<file path="src/rtl/pmt_map.svh">
// Register offsets, field positions and reset values of the period match timer
`ifndef PMT_MAP_SVH
`define PMT_MAP_SVH
`define PMT_OFF_COUNT 12'h000
`define PMT_OFF_PERIOD 12'h004
`define PMT_OFF_CTRL 12'h008
`define PMT_OFF_STATUS 12'h00c
`define PMT_OFF_CLEAR 12'h010
`define PMT_OFF_ENABLE 12'h014
`define PMT_COUNT_RST 8'h00
`define PMT_PERIOD_RST 8'hff
`define PMT_CTRL_RST 3'h0
`define PMT_RUN_BIT 2
`define PMT_PS_LSB 0
`define PMT_PS_MSB 1
`define PMT_MATCH_BIT 0
`define PMT_LAST_DIV1 4'h0
`define PMT_LAST_DIV4 4'h3
`define PMT_LAST_DIV8 4'h7
`define PMT_LAST_DIV16 4'hf
`endif

</file>
<file path="src/rtl/pmt_pkg.sv">
// Types of the period match timer
package pmt_pkg;
   typedef enum logic [1:0] {
      PMT_DIV1 = 2'b00,
      PMT_DIV4 = 2'b01,
      PMT_DIV8 = 2'b10,
      PMT_DIV16 = 2'b11
   } pmt_div_e;
endpackage : pmt_pkg

</file>
<file path="src/rtl/pmt_apb_decode.sv">
// APB access decode: write strobes and read multiplexer
`timescale 1ns/100ps
`include "pmt_map.svh"
module pmt_apb_decode (
   input wire logic psel,
   input wire logic penable,
   input wire logic pwrite,
   input wire logic [11:0] paddr,
   input wire logic [7:0] count,
   input wire logic [7:0] period,
   input wire logic [2:0] ctrl,
   input wire logic status,
   input wire logic enable,
   output logic wr_count,
   output logic wr_period,
   output logic wr_ctrl,
   output logic wr_clear,
   output logic wr_enable,
   output logic [31:0] rdata,
   output logic slverr
);
   logic acc;
   logic wr;
   logic hit;

   assign acc = psel && penable;
   assign wr = acc && pwrite;
   assign wr_count = wr && (paddr == `PMT_OFF_COUNT);
   assign wr_period = wr && (paddr == `PMT_OFF_PERIOD);
   assign wr_ctrl = wr && (paddr == `PMT_OFF_CTRL);
   assign wr_clear = wr && (paddr == `PMT_OFF_CLEAR);
   assign wr_enable = wr && (paddr == `PMT_OFF_ENABLE);

   always_comb begin
      rdata = 32'h0000_0000;
      hit = 1'b1;
      case (paddr)
         `PMT_OFF_COUNT: rdata = {24'h000000, count};
         `PMT_OFF_PERIOD: rdata = {24'h000000, period};
         `PMT_OFF_CTRL: rdata = {29'h0000_0000, ctrl};
         `PMT_OFF_STATUS: rdata = {31'h0000_0000, status};
         `PMT_OFF_CLEAR: rdata = 32'h0000_0000;
         `PMT_OFF_ENABLE: rdata = {31'h0000_0000, enable};
         default: hit = 1'b0;
      endcase
      slverr = acc && !hit;
   end
endmodule : pmt_apb_decode

</file>
<file path="src/rtl/pmt_prescaler.sv">
// Selectable clock prescaler producing one tick per division period
`timescale 1ns/100ps
`include "pmt_map.svh"
module pmt_prescaler (
   input wire logic mclk,
   input wire logic sys_rst,
   input wire logic run,
   input wire logic clr,
   input wire logic [1:0] sel,
   output logic tick
);
   logic [3:0] cnt_q;
   logic [3:0] last;

   always_comb begin
      case (pmt_pkg::pmt_div_e'(sel))
         pmt_pkg::PMT_DIV1: last = `PMT_LAST_DIV1;
         pmt_pkg::PMT_DIV4: last = `PMT_LAST_DIV4;
         pmt_pkg::PMT_DIV8: last = `PMT_LAST_DIV8;
         pmt_pkg::PMT_DIV16: last = `PMT_LAST_DIV16;
         default: last = `PMT_LAST_DIV1;
      endcase
   end

   assign tick = run && !clr && (cnt_q == last);

   always_ff @(posedge mclk) begin
      if (sys_rst || clr) begin
         cnt_q <= 4'h0;
      end else if (run) begin
         cnt_q <= (cnt_q == last) ? 4'h0 : cnt_q + 4'h1;
      end
   end
endmodule : pmt_prescaler

</file>
<file path="src/rtl/pmt_top.sv">
// Period match timer with APB register access and match interrupt
//
// Contract
// - 8-bit counter advances once per prescaler output pulse from system clock.
// - Count up from 00h; on equality with period, next increment returns 00h.
// - Counter equal to period at a prescaler output pulse sets the match interrupt flag.
// - Counter and period registers are readable and writable at any time.
// - Any reset loads counter with 00h and period with FFh.
// - Timer counts only while control bit 2 (run) is one.
// - Prescale field bits 1:0 selects divide by 1, 4, 8 or 16.
// - Prescaler cleared on counter write, control write and reset.
// - Control register write leaves the counter value unchanged.
`timescale 1ns/100ps
`include "pmt_map.svh"
module pmt_top (
   input wire logic mclk,
   input wire logic sys_rst,
   input wire logic psel,
   input wire logic penable,
   input wire logic pwrite,
   input wire logic [11:0] paddr,
   input wire logic [31:0] pwdata,
   input wire logic [3:0] pstrb,
   output logic [31:0] prdata,
   output logic pready,
   output logic pslverr,
   output logic irq
);
   ////////////////////////////////////////////////////////////////////////////
   logic [7:0] count_q;
   logic [7:0] period_q;
   logic [2:0] ctrl_q;
   logic flag_q;
   logic ien_q;
   logic wr_count;
   logic wr_period;
   logic wr_ctrl;
   logic wr_clear;
   logic wr_enable;
   logic lane0;
   logic tick;
   logic match;
   logic run;
   logic ps_clr;
   logic [3:0] gap_q;
   logic [3:0] exp_last;

   assign lane0 = pstrb[0];
   assign run = ctrl_q[`PMT_RUN_BIT];
   assign match = (count_q == period_q);
   assign pready = 1'b1;
   assign ps_clr = (wr_count || wr_ctrl) && lane0;

   pmt_apb_decode u_dec (
      .psel(psel),
      .penable(penable),
      .pwrite(pwrite),
      .paddr(paddr),
      .count(count_q),
      .period(period_q),
      .ctrl(ctrl_q),
      .status(flag_q),
      .enable(ien_q),
      .wr_count(wr_count),
      .wr_period(wr_period),
      .wr_ctrl(wr_ctrl),
      .wr_clear(wr_clear),
      .wr_enable(wr_enable),
      .rdata(prdata),
      .slverr(pslverr)
   );

   // Prescaler restarts on counter or control writes
   pmt_prescaler u_ps (
      .mclk(mclk),
      .sys_rst(sys_rst),
      .run(run),
      .clr(ps_clr),
      .sel(ctrl_q[`PMT_PS_MSB:`PMT_PS_LSB]),
      .tick(tick)
   );

   ////////////////////////////////////////////////////////////////////////////
   always_ff @(posedge mclk) begin
      if (sys_rst) begin
         count_q <= `PMT_COUNT_RST;
      end else if (wr_count && lane0) begin
         count_q <= pwdata[7:0];
      end else if (tick) begin
         count_q <= match ? 8'h00 : count_q + 8'h01;
      end
   end

   always_ff @(posedge mclk) begin
      if (sys_rst) begin
         period_q <= `PMT_PERIOD_RST;
      end else if (wr_period && lane0) begin
         period_q <= pwdata[7:0];
      end
   end

   always_ff @(posedge mclk) begin
      if (sys_rst) begin
         ctrl_q <= `PMT_CTRL_RST;
      end else if (wr_ctrl && lane0) begin
         ctrl_q <= pwdata[2:0];
      end
   end

   ////////////////////////////////////////////////////////////////////////////
   // Match flag set on the wrapping increment; set beats clear
   always_ff @(posedge mclk) begin
      if (sys_rst) begin
         flag_q <= 1'b0;
      end else if (tick && match) begin
         flag_q <= 1'b1;
      end else if (wr_clear && lane0 && pwdata[`PMT_MATCH_BIT]) begin
         flag_q <= 1'b0;
      end
   end

   always_ff @(posedge mclk) begin
      if (sys_rst) begin
         ien_q <= 1'b0;
      end else if (wr_enable && lane0) begin
         ien_q <= pwdata[`PMT_MATCH_BIT];
      end
   end

   assign irq = flag_q && ien_q;

   ////////////////////////////////////////////////////////////////////////////
   // Reference prescaler phase for the spacing checks
   always_ff @(posedge mclk) begin
      if (sys_rst || ps_clr || tick) begin
         gap_q <= 4'h0;
      end else if (run) begin
         gap_q <= gap_q + 4'h1;
      end
   end

   always_comb begin
      case (ctrl_q[`PMT_PS_MSB:`PMT_PS_LSB])
         2'b00: exp_last = `PMT_LAST_DIV1;
         2'b01: exp_last = `PMT_LAST_DIV4;
         2'b10: exp_last = `PMT_LAST_DIV8;
         2'b11: exp_last = `PMT_LAST_DIV16;
         default: exp_last = `PMT_LAST_DIV1;
      endcase
   end

   ////////////////////////////////////////////////////////////////////////////
   // Reset
   a_reset_values: assert property (
      @(posedge mclk)
      sys_rst
      |=> count_q == 8'h00 && period_q == 8'hff)
      else $error("reset values wrong");

   a_reset_irq: assert property (
      @(posedge mclk)
      sys_rst
      |=> !flag_q && !ien_q && !irq && ctrl_q == `PMT_CTRL_RST)
      else $error("interrupt state not reset");

   // Counting and prescaling
   a_count_wrap: assert property (
      @(posedge mclk) disable iff (sys_rst)
      tick && match && !(wr_count && lane0)
      |=> count_q == 8'h00)
      else $error("counter did not wrap");

   a_count_step: assert property (
      @(posedge mclk) disable iff (sys_rst)
      tick && !match && !(wr_count && lane0)
      |=> count_q == $past(count_q) + 8'h01)
      else $error("counter did not advance");

   a_count_hold: assert property (
      @(posedge mclk) disable iff (sys_rst)
      !tick && !(wr_count && lane0)
      |=> $stable(count_q))
      else $error("counter moved without a tick");

   a_stop_hold: assert property (
      @(posedge mclk) disable iff (sys_rst)
      !run && !(wr_count && lane0)
      |=> count_q == $past(count_q))
      else $error("counter moved while stopped");

   a_tick_run: assert property (
      @(posedge mclk) disable iff (sys_rst)
      !run
      |-> !tick)
      else $error("tick while stopped");

   a_tick_spacing: assert property (
      @(posedge mclk) disable iff (sys_rst)
      run && !ps_clr
      |-> tick == (gap_q == exp_last))
      else $error("prescaler tick spacing wrong");

   a_div_four: assert property (
      @(posedge mclk) disable iff (sys_rst)
      tick && run && ctrl_q[1:0] == 2'b01 && !wr_ctrl && !wr_count ##1 (!wr_ctrl && !wr_count)[*3]
      |-> !$past(tick, 1) && !$past(tick, 2))
      else $error("divide by four spacing wrong");

   a_tick_clear: assert property (
      @(posedge mclk) disable iff (sys_rst)
      ps_clr
      |-> !tick)
      else $error("tick during prescaler clear");

   a_ps_clear: assert property (
      @(posedge mclk) disable iff (sys_rst)
      wr_count && lane0 && ctrl_q[1:0] == 2'b11 && run ##1 !wr_ctrl && !wr_count
      |-> !tick)
      else $error("prescaler not cleared");

   a_ctrl_keep: assert property (
      @(posedge mclk) disable iff (sys_rst)
      wr_ctrl && lane0
      |=> count_q == $past(count_q))
      else $error("control write changed counter");

   // Register access
   a_rw_count: assert property (
      @(posedge mclk) disable iff (sys_rst)
      wr_count && lane0
      |=> count_q == $past(pwdata[7:0]))
      else $error("counter write lost");

   a_lane_ignore: assert property (
      @(posedge mclk) disable iff (sys_rst)
      wr_count && !lane0 && !tick
      |=> $stable(count_q))
      else $error("masked counter write landed");

   a_rw_period: assert property (
      @(posedge mclk) disable iff (sys_rst)
      wr_period && lane0
      |=> period_q == $past(pwdata[7:0]))
      else $error("period write lost");

   a_period_hold: assert property (
      @(posedge mclk) disable iff (sys_rst)
      !(wr_period && lane0)
      |=> $stable(period_q))
      else $error("period changed without a write");

   a_ctrl_write: assert property (
      @(posedge mclk) disable iff (sys_rst)
      wr_ctrl && lane0
      |=> ctrl_q == $past(pwdata[2:0]))
      else $error("control write lost");

   a_ctrl_hold: assert property (
      @(posedge mclk) disable iff (sys_rst)
      !(wr_ctrl && lane0)
      |=> $stable(ctrl_q))
      else $error("control changed without a write");

   a_read_count: assert property (
      @(posedge mclk) disable iff (sys_rst)
      psel && penable && !pwrite && paddr == `PMT_OFF_COUNT
      |-> prdata == {24'h000000, count_q})
      else $error("counter read wrong");

   a_read_period: assert property (
      @(posedge mclk) disable iff (sys_rst)
      psel && penable && !pwrite && paddr == `PMT_OFF_PERIOD
      |-> prdata == {24'h000000, period_q})
      else $error("period read wrong");

   a_read_ctrl: assert property (
      @(posedge mclk) disable iff (sys_rst)
      psel && penable && !pwrite && paddr == `PMT_OFF_CTRL
      |-> prdata == {29'h0000_0000, ctrl_q})
      else $error("control read wrong");

   a_read_status: assert property (
      @(posedge mclk) disable iff (sys_rst)
      psel && penable && !pwrite && paddr == `PMT_OFF_STATUS
      |-> prdata == {31'h0000_0000, flag_q})
      else $error("status read wrong");

   a_unmapped_err: assert property (
      @(posedge mclk) disable iff (sys_rst)
      psel && penable && !(paddr inside {`PMT_OFF_COUNT, `PMT_OFF_PERIOD, `PMT_OFF_CTRL,
         `PMT_OFF_STATUS, `PMT_OFF_CLEAR, `PMT_OFF_ENABLE})
      |-> pslverr && prdata == 32'h0000_0000)
      else $error("unmapped access not refused");

   a_mapped_ok: assert property (
      @(posedge mclk) disable iff (sys_rst)
      psel && penable && (paddr inside {`PMT_OFF_COUNT, `PMT_OFF_PERIOD, `PMT_OFF_CTRL,
         `PMT_OFF_STATUS, `PMT_OFF_CLEAR, `PMT_OFF_ENABLE})
      |-> !pslverr)
      else $error("mapped access refused");

   // Match flag and interrupt
   a_flag_set: assert property (
      @(posedge mclk) disable iff (sys_rst)
      tick && match
      |=> flag_q)
      else $error("match flag not set");

   a_flag_cause: assert property (
      @(posedge mclk) disable iff (sys_rst)
      !flag_q && !(tick && match)
      |=> !flag_q)
      else $error("match flag set without a wrap");

   a_flag_sticky: assert property (
      @(posedge mclk) disable iff (sys_rst)
      flag_q && !(wr_clear && pwdata[0] && lane0)
      |=> flag_q)
      else $error("flag dropped on its own");

   a_flag_clear: assert property (
      @(posedge mclk) disable iff (sys_rst)
      wr_clear && lane0 && pwdata[`PMT_MATCH_BIT] && !(tick && match)
      |=> !flag_q)
      else $error("flag not cleared");

   a_irq_level: assert property (
      @(posedge mclk) disable iff (sys_rst)
      tick && match && ien_q && !(wr_enable && lane0)
      |=> irq)
      else $error("interrupt not raised on match");

   a_irq_enable: assert property (
      @(posedge mclk) disable iff (sys_rst)
      wr_enable && lane0 && !pwdata[`PMT_MATCH_BIT]
      |=> !irq)
      else $error("interrupt high while disabled");

   a_enable_write: assert property (
      @(posedge mclk) disable iff (sys_rst)
      wr_enable && lane0
      |=> ien_q == $past(pwdata[`PMT_MATCH_BIT]))
      else $error("enable write lost");

   a_clear_read: assert property (
      @(posedge mclk) disable iff (sys_rst)
      psel && penable && !pwrite && paddr == `PMT_OFF_CLEAR
      |-> prdata == 32'h0000_0000)
      else $error("clear register read not zero");
endmodule : pmt_top

</file>
<file path="config.mk">
export PLATFORM = sky130hd
export DESIGN_NAME = pmt_top
export DESIGN_NICKNAME = d
export VERILOG_FILES = /design/src/rtl/pmt_pkg.sv /design/src/rtl/pmt_apb_decode.sv /design/src/rtl/pmt_prescaler.sv /design/src/rtl/pmt_top.sv
export VERILOG_INCLUDE_DIRS = /design/src /design/src/rtl
export SDC_FILE = /design/constraint.sdc
export NUM_CORES = 1
export LEC_CHECK = 0
export ABC_AREA = 1
export BUFFER_PORTS_ARGS = -buffer_cell sky130_fd_sc_hd__buf_4
export CAP_MARGIN = 10
export CORE_UTILIZATION = 35
export CTS_CLUSTER_DIAMETER = 40
export DETAILED_ROUTE_END_ITERATION = 6
export GPL_ROUTABILITY_DRIVEN = 0
export PLACE_DENSITY = 0.68
export SLEW_MARGIN = 10
export SYNTH_ARGS = -nofsm -noshare
export SYNTH_HDL_FRONTEND = slang
export SYNTH_SLANG_ARGS = --single-unit
</file>
<file path="constraint.sdc">
create_clock -name mclk -period 3.5 [get_ports mclk]
set_input_delay 0.7 -clock mclk [delete_from_list [all_inputs] [get_ports mclk]]
set_output_delay 0.7 -clock mclk [all_outputs]
set_load 0.005 [all_outputs]
</file>
# Word level (Yosys, flattened, before mapping)
# Index checks and enable logic that the tools add are counted.
# totals
input_bits,53
regBits,25
output_inout_bits,35
elab_cells,55
# classes
muxes,9
reduce_logical,28
add_sub_neg,2
n_eq_ne,10
# op_table
operator,count
case mux 8 bit (5 select lines),1
"equality test 12 x 4 -> 1 bit, second input constant",2
"equality test 12 x 5 -> 1 bit, second input constant",2
2-to-1 mux 8 bit,3
logical AND 1 bit,19
case mux 4 bit (4 select lines),1
"equality test 12 x 3 -> 1 bit, second input constant",1
logical NOT 12 bit,1
"adder 8 x 1 -> 8 bit, second input constant",1
equality test 8 bit,1
OR reduction 6 bit,1
"adder 4 x 1 -> 4 bit, second input constant",1
"equality test 2 bit, second input constant",2
equality test 4 bit,1
2-to-1 mux 4 bit,1
nonzero test 2 bit,2
2-to-1 mux 1 bit,3
"equality test 2 x 1 -> 1 bit, second input constant",1
logical NOT 1 bit,2
logical NOT 2 bit,1
logical OR 1 bit,2

# Longest topological paths before layout
# Gate-level depths: netlist of run 1.
# logic_depth
word_depth,10
depth_mapped,10
depth_no_buf,10

# Modules after synthesis
# Synthesis of run 1 repeated with hierarchy kept, for this count alone.
# hier_totals
cells_unflattened,325
area_unflattened_um2,2010.7
# by_module_without_submodules
mod,cells_each,area_per_inst_um2,seq_area_each_um2,instances
pmt_top,181,1197.4,420.4,1
pmt_apb_decode,106,569.3,0.0,1
pmt_prescaler,38,244.0,80.1,1

# Least setup slack after synthesis of run 1
# Ideal clock, no wire load.
# synth_timing
path_type,input to output
start,input paddr[11]
end,output prdata[4]
path_stages,8
n_path_buf,1
arrival_ns,1.639
setup_slack_ns,1.161
path_cell_list,nor2_1 > nand2_2 > nor2_8 > nand2_2 > nor2_4 > buf_4 > nand2_1 > o21ai_0
# synth_via
elab_chain_cells,2
elab_cells_between_ends,6
classes_between,eq/ne (4); mux (1); reduce/logical (1)
# synth_lines
item,line_no,rtl
"start, declared",pmt_top.sv:21,"input wire logic [11:0] paddr,"
"equality test 12 x 5 -> 1 bit, or another cell as far along",pmt_apb_decode.sv:37,case (paddr)
case mux 8 bit (5 select lines) *,pmt_apb_decode.sv:37,
"end, declared",pmt_top.sv:24,"output logic [31:0] prdata,"
# Mark *: on every way between the ends. The rest lies on a longest branch, timed or not.

# Final worst setup path of run 1
# layout_timing
start,input paddr[11]
end,output prdata[3]
# The elaborated chain is that of the path after synthesis.

==> out/summary.txt, run 1 <==
Run status: complete, no violations
IO Pins: 88
First-pass GRT wire length: 7.73 mm
Vias in the first global route: 1764
CP peak stage delay: 0.32 ns
DR WL/cell: 11.1 um
R2R depth: 8
Clock Pin Slew Worst Setup and Hold Paths: 0.09 ns
DRC: 0
Cell Rows: 26
Flop2flop setup slack: 1.98 ns
Worst slew pin tran: 0.674 ns
Post-CTS resize count: 0
Worst Setup SP: paddr[11]
1st-pass router iterations: 5
Postcts setup bufs: 0
Critical path class: in -> out
CP Data Arrival Time: 2.08 ns
Die width: 76.8 um
Filler Cells Inserted: 544
Number of H-tree levels: 1
Crit. End Element: output pin
Gate Count Post-Synth: 300
Vias per inst: 4.61
Starting Density: 37.3%
Final period util: 79.5%
Core area: 5240 um2
Die Y: 76.8 um
Die area: 5890 um2
Worst path cell trace: buf_4 > nor2_1 > nand2_2 > nor2_8 > nand2_2 > nor2_4 > nand2_1 > o21ai_0 > buf_4
Critical Path RT: 2.80 ns
Final Hold Fails: 0
Largest net degree at the start of global routing: 20
CP max FO: 15
Yosys warning total: 0
Initial antenna violation count: 0
Worst setup SP type: input port
Design Power: 0.510 mW
Finished Core Util: 42.5%
Area delta synth->final: 13.7%
GRT Util Overall: 15.9%
Final setup fails: 0
Pins over their slew limit: 0
RSZ-0062 raised after global routing: no
Clk_skew: 0.00744 ns
FF+latch count, synth: 25
Crit path capture: prdata[3]
Antenna viol nets, final: 0
Final Hold Slack: 0.496 ns
Clock Sinks: 25
Most common cell after layout, fill and taps aside: nand2_1
DP HPWL: 3.36 mm
N_diodes: 0
Wirelength, routed: 4.47 mm
Vias after detailed routing: 1856
HP Class: reg -> reg
Initial DRC count: 116
Syn Std Cell Area: 1960 um2
Share of cells above drive strength 1: 17.4%
Count of cell types in the netlist: 33
Most frequent cells in the layout: nand2_1, nand3_1, buf_4
Max Clock Freq: 360 MHz
Hold-fix buffers, CTS: 0
Layout Nets: 389
Port Buffers: 35
Clock Tree Root: clkbuf_8
TritonCTS Buffers: 3
Total of max-cap violations: 0
Seq/Total Area, Yosys: 25.6%
RR Endpoint: count_q[1]
Total negative slack: 0 ns
PwrDens: 229 nW/um2
Period minus WS final: 2.78 ns
Clock Path Buffers: 2
CP max-delay cell: nor2_4
Grt ovf: 0
VDD IR max: 0.145 mV
Slew headroom: 55.0%
Post-Syn Area per Cell: 6.52 um2
CTS tree: yes
Reg2reg start: count_q[5]
Clock latency on the worst-skew pair: 0.27 ns
Leak: 1.13 nW
[flip-flops by register name, indices dropped and copies added, names as in the netlist]
signal and flops:
ien_q 1, period_q 8, flag_q 1, count_q 8, ctrl_q 3, u_ps.cnt_q 4
[cell type report]
class	instances	area, um2	share of cell area [%]
Tap cell	70	87.6	3.94
Timing Repair Buffer	35	263	11.8
Multi-Input combinational cell	237	1210	54.2
Sequential cell	25	500	22.5
Clock inverter	1	5.00	0.225
Inverter	32	120	5.40
Clock buffer	3	41.3	1.86
[how the worst min path moves through the flow]
stage | startpoint | end | cells after the start | slack [ns]
6_report | u_ps.cnt_q[2] | u_ps.cnt_q[2] | 2 | 0.50
2_1_floorplan | flag_q | flag_q | 2 | 0.46
5_1_grt | period_q[1] | period_q[1] | 2 | 0.55
4_1_cts | u_ps.cnt_q[2] | u_ps.cnt_q[2] | 2 | 0.50
3_5_place_dp | u_ps.cnt_q[2] | u_ps.cnt_q[2] | 2 | 0.49
3_3_place_gp | u_ps.cnt_q[2] | u_ps.cnt_q[2] | 2 | 0.48
[worst max-delay path: cells and delay by family]
| family | cells | cell delay [ns] |
|---|---|---|
| AO/OA/AOI/OAI | 1 | 0.13 |
| buffers and inverters | 2 | 0.28 |
| AND/OR/NAND/NOR | 6 | 0.98 |
[routing by layer]
| layer | vias up | track usage, % | wire [um] |
|---|---|---|---|
| met1 | 804 | 20.8 | 2020 |
| met2 | 75 | 26.6 | 2160 |
| met3 | 0 | 2.14 | 288 |
| met4 | 0 | 5.38 | 0 |
| met5 | - | 0 | 0 |
| li1 | 977 | - | - |
[cell families after synthesis]
group	count (synthesis)	share of synthesized area (%)
AND/OR/NAND/NOR	171	41.6
buffers and inverters	61	17.1
AO/OA/AOI/OAI	26	8.19
flip-flops	25	25.6
XOR/XNOR	13	5.82
adder cells (fa/ha/maj)	2	1.28
other	2	0.384
[cell usage after synthesis, drive strengths merged]
cell type	n	area, um2
nand2	81	319
nand3	47	253
nor2	38	198
inv	31	116
buf	28	211
dfxtp	25	500
o21ai	12	60.1
a21oi	8	51.3
xnor2	8	70.1
xor2	5	43.8
nand4	3	33.8
conb	2	7.51
ha	2	25.0
nor3	2	10.0
o221ai	2	17.5
a211oi	1	7.51
clkbuf	1	3.75
clkinv	1	3.75
o2111ai	1	8.76
o211ai	1	7.51
o31ai	1	7.51
[power by group]
| group | leakage [nW] | switching (mW) | total, mW | internal [mW] |
|---|---|---|---|---|
| Clock | 0.0255 | 0.0929 | 0.172 | 0.0796 |
| Sequential | 0.202 | 0.0000124 | 0.284 | 0.284 |
| Combinational | 0.904 | 0.0302 | 0.0529 | 0.0227 |
[per-stage QoR]
step | setup slack [ns] | cell area [um2] | cells
finish | 0.719 | 2220 | 403
global route | 0.600 | 2220 | 403
CTS | 0.741 | 2220 | 403
detailed placement | 0.740 | 2180 | 399
global placement | 0.741 | 2180 | 399
floorplan | 1.16 | 2040 | 323
(Power assumes the default switching activity.)
==> run 2: changes to the inputs <==
- ABC_AREA: 1 -> 0
- PLACE_DENSITY: 0.68 -> 0.71
- clock period: 3.5 -> 2.4 ns (I/O delays scaled with it)
==> run 2 against run 1 <==
  * First-iteration DRC count down 9.5%
  * Cell area down 2.8%
  * Register-to-register slack worse by 1.6 ns
  * Global-route usage down 0.082 points
  * Final cell count down 19%
  * Via count down 9.2%
  * Largest cell class unchanged
  * Synthesized cell count down 24%
  * Count of clock-buffer cells in the layout unchanged
  * Utilization down 0.41 points
  * Combinational power up 64%
  * Sequential share of layout area up 0.65 points
==> out/summary.txt, run 2 <==
CP Data Arrival Time: 1.62 ns (was 2.08 ns)
Most frequent cells in the layout: buf_4, conb_1, dfxtp_1 (was nand2_1, nand3_1, buf_4)
Setup ws final: 0.304 ns (was 0.719 ns)
PwrDens: 355 nW/um2 (was 229 nW/um2)
N_diodes: 0 (unchanged)
Final setup fails: 0 (unchanged)
Area delta synth->final: 15.1% (was 13.7%)
Vias per inst: 5.14 (was 4.61)
Port Buffers: 35 (unchanged)
Critical Path RT: 1.92 ns (was 2.80 ns)
Period minus WS final: 2.10 ns
Initial antenna violation count: 0 (unchanged)
Seq/Total Area, Yosys: 26.6% (was 25.6%)
Total negative slack: 0 ns (unchanged)
Post-Syn Area per Cell: 8.27 um2 (was 6.52 um2)
Max Clock Freq: 477 MHz
Synth area leaders: dfxtp_1, buf_4, mux2i_1 (was dfxtp_1, nand2_1, nand3_1)
Hold EP: period_q[6] (was u_ps.cnt_q[2])
DP HPWL: 3.15 mm (was 3.36 mm)
Clock Path Buffers: 2 (unchanged)
TritonCTS Buffers: 3 (unchanged)
Placed cell count: 324 (was 399)
Post-CTS resize count: 0 (unchanged)
CTS tree: yes (unchanged)
Pins over their slew limit: 0 (unchanged)
Share of cells above drive strength 1: 22.9% (was 17.4%)
Pre-CTS WS: 0.231 ns (was 0.740 ns)
Hold Path Stages: 3 (was 2)
Die width: 75.3 um (was 76.8 um)
Grt ovf: 0 (unchanged)
EDFF count, synth: 0 (unchanged)
Leak: 0.838 nW (was 1.13 nW)
Die Y: 75.3 um (was 76.8 um)
Synth async-reset ratio: 0% (unchanged)
Core area: 5140 um2 (was 5240 um2)
Main flop type after synthesis: dfxtp_1 (unchanged)
Reg area: 500 um2 (unchanged)
First-pass GRT wire length: 6.84 mm (was 7.73 mm)
Yosys warning total: 0 (unchanged)
Worst setup SP type: input port (unchanged)
Critical path class: in -> out (unchanged)
Antenna viol nets, final: 0 (unchanged)
1st-pass router iterations: 4 (was 5)
P_int: 0.572 mW (was 0.386 mW)
Flop pwr share: 54.1% (was 55.8%)
GRT Util Overall: 15.8% (was 15.9%)
FF+latch count, synth: 25 (unchanged)
Leading area contributor after synthesis: dfxtp_1 (unchanged)
Synth cell count leaders: buf_4, dfxtp_1, nand2_1 (was nand2_1, nand3_1, nor2_1)
Clock latency on the worst-skew pair: 0.28 ns (was 0.27 ns)
Gate Count Post-Synth: 227 (was 300)
Initial DRC count: 105 (was 116)
DR WL/cell: 13.4 um (was 11.1 um)
Reg2reg start: count_q[0] (was count_q[5])
Hold-fix buffers, CTS: 0 (unchanged)
IO Pins: 88 (unchanged)
Wirelength, routed: 4.40 mm (was 4.47 mm)
Most common cell after layout, fill and taps aside: buf_4 (was nand2_1)
Largest net degree at the start of global routing: 16 (was 20)
Starting Density: 36.5% (was 37.3%)
Total of max-cap violations: 0 (unchanged)
CP max FO: 6 (was 15)
Combinational Power Share: 11.4% (was 10.4%)
Switching Share: 25.3% (was 24.2%)
Count of cell types in the netlist: 49 (was 33)
DRC: 0 (unchanged)
Postcts setup bufs: 0 (unchanged)
Finished Core Util: 42.0% (was 42.5%)
Vias after detailed routing: 1685 (was 1856)
R2R depth: 5 (was 8)
Final period util: 87.3%
Layout Nets: 314 (was 389)
VDD IR max: 0.187 mV (was 0.145 mV)
Flop2flop setup slack: 0.41 ns (was 1.98 ns)
RR Endpoint: flag_q (was count_q[1])
RSZ-0062 raised after global routing: no (unchanged)
Area share of the largest cell type after synthesis: 26.6% (was 25.6%)
Number of H-tree levels: 1 (unchanged)
Final Hold Fails: 0 (unchanged)
Clock Sinks: 25 (unchanged)
Cell Rows: 26 (unchanged)
Run status: complete, no violations (unchanged)
Filler Cells Inserted: 543 (was 544)
Clock Pin Slew Worst Setup and Hold Paths: 0.10 ns (was 0.09 ns)
Biggest regs: count_q: 8 flops, period_q: 8 flops, u_ps.cnt_q: 4 flops (unchanged)
Clock Tree Root: clkbuf_8 (unchanged)
Clk_skew: 0.0103 ns (was 0.00744 ns)
Crit. End Element: output pin (unchanged)
Area of the multi-input gates: 1210 um2 (about the same)
Fin cells: 328 (was 403)
Die area: 5660 um2 (was 5890 um2)
Clock power share: 34.6% (was 33.8%)
Worst Hold Launch: pwdata[6] (was u_ps.cnt_q[2])
Syn Std Cell Area: 1880 um2 (was 1960 um2)
Vias in the first global route: 1474 (was 1764)
P_sw: 0.194 mW (was 0.123 mW)
HP Class: in -> reg (was reg -> reg)
[run 2: how the worst max path moves through the flow]
stage	start	endpoint	slack, ns	depth (start not counted)
after floorplan	paddr[8]	count_q[7]	0.41	7
after global placement	paddr[8]	count_q[3]	0.24	6
after detailed placement	paddr[8]	count_q[3]	0.23	6
after CTS	paddr[8]	prdata[2]	0.28	6
after global routing	paddr[7]	prdata[2]	0.16	6
final	paddr[8]	prdata[1]	0.30	6
[run 2: kinds of logic (layout without fill, tap and decap cells)]
group / Yosys count / count (layout) / synth area share, %
fa+ha+maj: 2 / 2 / 1.33
compound gates: 43 / 43 / 16.3
buf+inv: 40 / 48 / 13.6
mux: 18 / 18 / 10.3
flops: 25 / 25 / 26.6
simple gates: 86 / 86 / 26.3
other cells: 2 / 25 / 0.400
xor+xnor: 11 / 11 / 5.13
[run 2: cell type report]
cell class / count / area share [%]
multi-input combinational: 185 / 55.9
clock inverter: 1 / 0.347
sequential: 25 / 23.2
inverter: 4 / 0.695
tap: 70 / 4.05
clock buffer: 3 / 1.91
timing repair buffer: 40 / 13.9
[run 2: layer usage]
metal  share of wire [%]  vias to the layer above  GRT usage [%]
met1                  45                      772           20.2
met3                 6.7                        7           1.47
li1                    -                      835              -
met4                 1.6                        0           6.58
met2                  47                       71           27.3
met5                   0                        -              0
[run 2: critical path, cell delays in order]
cell and delay (ns):
buf_4 0.12, nor4_4 0.30, nand3_2 0.18, buf_4 0.20, nor3_1 0.20, buf_4 0.15
[run 2: power groups by stage]
| stage | Combinational [mW] | Sequential (mW) | Clock [mW] |
|---|---|---|---|
| global route | 0.0971 | 0.415 | 0.284 |
| detailed placement | 0.0867 | 0.424 | 0 |
| global placement | 0.0854 | 0.424 | 0 |
| floorplan | 0.0692 | 0.424 | 0 |
| CTS | 0.0869 | 0.414 | 0.266 |
| finish | 0.0870 | 0.414 | 0.265 |
[run 2: metrics by stage]
| stage | power [mW] | instance area (um2) | hold WS [ns] |
|---|---|---|---|
| after global placement | 0.510 | 2110 | 0.476 |
| final | 0.766 | 2160 | 0.419 |
| after CTS | 0.767 | 2160 | 0.425 |
| after global routing | 0.796 | 2160 | 0.434 |
| after floorplan | 0.493 | 1960 | 0.449 |
| after detailed placement | 0.511 | 2110 | 0.475 |
==> run 3: changes to the inputs <==
- PLACE_DENSITY: 0.71 -> 0.69
- clock period: 2.4 -> 2.43 ns (I/O delays scaled with it)
==> run 3 against run 2 <==
  * Die area stayed put
  * Count of clock-buffer cells in the layout is 1 higher
  * Worst setup slack worse by 0.078 ns
  * Utilization down 0.073 points
  * Sequential share of layout area hardly changed
  * Via count up 0.71%
  * Final cell count stayed put
  * First-iteration DRC count is 19% higher
  * Sequential power shrank 1%
  * Cell area decreased by 0.17%
  * Combinational power shrank 1%
  * Total power shrank 2.5%
  * Critical path type unchanged
  * Largest cell class unchanged
  * Highest routed layer unchanged
==> out/summary.txt, run 3 (same netlist as run 2, synthesis figures left out) <==
Run status: complete, no violations (unchanged)
Total negative slack: 0 ns (unchanged)
WL met3: 265 um (was 294 um)
Worst Setup SP: paddr[8] (unchanged)
Metal-1 WL: 1.98 mm (was 1.96 mm)
Die width: 75.3 um (unchanged)
Initial antenna violation count: 0 (unchanged)
Most frequent cells in the layout: buf_4, conb_1, dfxtp_1 (unchanged)
Grt ovf: 0 (unchanged)
First-pass GRT wire length: 6.78 mm (was 6.84 mm)
Reg2reg start: count_q[0] (unchanged)
Share of cells above drive strength 1: 22.5% (was 22.9%)
Largest net degree at the start of global routing: 15 (was 16)
DR WL/cell: 13.4 um (about the same)
Wirelength, routed: 4.38 mm (was 4.40 mm)
Crit. End Element: output pin (unchanged)
Uppermost layer routed: met4 (unchanged)
Vias per inst: 5.17 (was 5.14)
TritonCTS Buffers: 3 (unchanged)
Cell Rows: 26 (unchanged)
DRC: 0 (unchanged)
Crit path top cell by count: buf_4 (unchanged)
Crit path capture: pslverr (was prdata[1])
Antenna viol nets, final: 0 (unchanged)
Total of max-cap violations: 0 (unchanged)
CP Data Arrival Time: 1.72 ns (was 1.62 ns)
Setup ws final: 0.226 ns (was 0.304 ns)
Most common cell after layout, fill and taps aside: buf_4 (unchanged)
Die Y: 75.3 um (unchanged)
Postcts setup bufs: 0 (unchanged)
Initial DRC count: 125 (was 105)
HP Class: in -> reg (unchanged)
RSZ-0062 raised after global routing: no (unchanged)
CTS tree: yes (unchanged)
Clock Sinks: 25 (unchanged)
CP max FO: 6 (unchanged)
Max Clock Freq: 454 MHz
RR Endpoint: flag_q (unchanged)
Critical Path RT: 1.94 ns (was 1.92 ns)
Clk_skew: 0.00209 ns (was 0.0103 ns)
Pins over their slew limit: 0 (unchanged)
Die area: 5660 um2 (unchanged)
Post-CTS resize count: 0 (unchanged)
Worst setup SP type: input port (unchanged)
IO Pins: 88 (unchanged)
PwrDens: 346 nW/um2 (was 355 nW/um2)
Clock Path Buffers: 2 (unchanged)
DP HPWL: 3.21 mm (was 3.15 mm)
Port Buffers: 35 (unchanged)
R2R depth: 5 (unchanged)
Period minus WS final: 2.20 ns
Biggest regs: count_q: 8 flops, period_q: 8 flops, u_ps.cnt_q: 4 flops (unchanged)
Leak: 0.839 nW (was 0.838 nW)
Pre-CTS WS: 0.226 ns (was 0.231 ns)
VDD IR max: 0.172 mV (was 0.187 mV)
Core area: 5140 um2 (unchanged)
Hold-fix buffers, CTS: 0 (unchanged)
GRT Util Overall: 15.7% (was 15.8%)
Placed cell count: 324 (unchanged)
Critical path class: in -> out (unchanged)
CP max-delay cell: nor4_4 (unchanged)
Final Hold Fails: 0 (unchanged)
Clock latency on the worst-skew pair: 0.27 ns (was 0.28 ns)
Layout Nets: 314 (unchanged)
Vias after detailed routing: 1697 (was 1685)
Number of H-tree levels: 1 (unchanged)
Final Hold Slack: 0.434 ns (was 0.419 ns)
Worst path cell trace: buf_4 > nor4_4 > nand3_2 > buf_4 > a21o_2 > and3_1 > buf_4 (was buf_4 > nor4_4 > nand3_2 > buf_4 > nor3_1 > buf_4)
Worst Hold Launch: pwdata[6] (unchanged)
Fin cells: 328 (unchanged)
Vias in the first global route: 1472 (was 1474)
Filler Cells Inserted: 535 (was 543)
Starting Density: 36.5% (unchanged)
CP peak stage delay: 0.31 ns (was 0.30 ns)
1st-pass router iterations: 4 (unchanged)
N_diodes: 0 (unchanged)
Met2 wire length: 2.05 mm (was 2.07 mm)
Final setup fails: 0 (unchanged)
Final period util: 90.7%
Area delta synth->final: 14.9% (was 15.1%)
Flop2flop setup slack: 0.47 ns (was 0.41 ns)
Clock Pin Slew Worst Setup and Hold Paths: 0.09 ns (was 0.10 ns)
Clock Tree Root: clkbuf_8 (unchanged)
## run 3: cell types whose count changed in the layout (fill, tap and decap cells not counted)
cell and change:
clkinvlp_4 -1, clkbuf_1 +1
## run 3: worst min-delay path by stage
stage / endpoint / slack, ns / depth (start not counted)
after floorplan: flag_q / 0.45 / 2
after global placement: flag_q / 0.48 / 2
after detailed placement: flag_q / 0.48 / 2
after CTS: period_q[6] / 0.43 / 3
after global routing: period_q[3] / 0.45 / 3
final: period_q[6] / 0.43 / 3
## run 3: where the power goes
group | internal (mW) | switching, mW | total, mW
combinational | 0.0394 | 0.0467 | 0.0861
sequential | 0.409 | 0.0000111 | 0.409
clock | 0.117 | 0.134 | 0.252
## run 3: per-stage QoR
stage / instance area, um2 / power (mW) / util [%]
finish: 2160 / 0.747 / 42.0
global route: 2160 / 0.777 / 42.0
CTS: 2160 / 0.752 / 42.0
detailed placement: 2110 / 0.505 / 41.1
global placement: 2110 / 0.504 / 41.1
floorplan: 1960 / 0.487 / -
## run 3: layer usage
| layer | GRT usage [%] | up-vias |
|---|---|---|
| met1 | 20.9 | 777 |
| met5 | 0 | - |
| met4 | 6.38 | 0 |
| met3 | 1.20 | 9 |
| li1 | - | 834 |
| met2 | 26.4 | 77 |
## run 3: final cells by class
class / instances / area, um2 / area share, %
multi-input combinational: 185 / 1210 / 56.0
tap: 70 / 87.6 / 4.06
sequential: 25 / 500 / 23.2
inverter: 4 / 15.0 / 0.696
clock buffer: 4 / 45.0 / 2.09
timing repair buffer: 40 / 300 / 13.9
## run 3: worst max-delay path, delay by kind of cell
kind / cells / cell delay, ns
and+or+nand+nor: 3 / 0.63
AOI/OAI and AO/OA: 1 / 0.18
buffers and inverters: 3 / 0.44
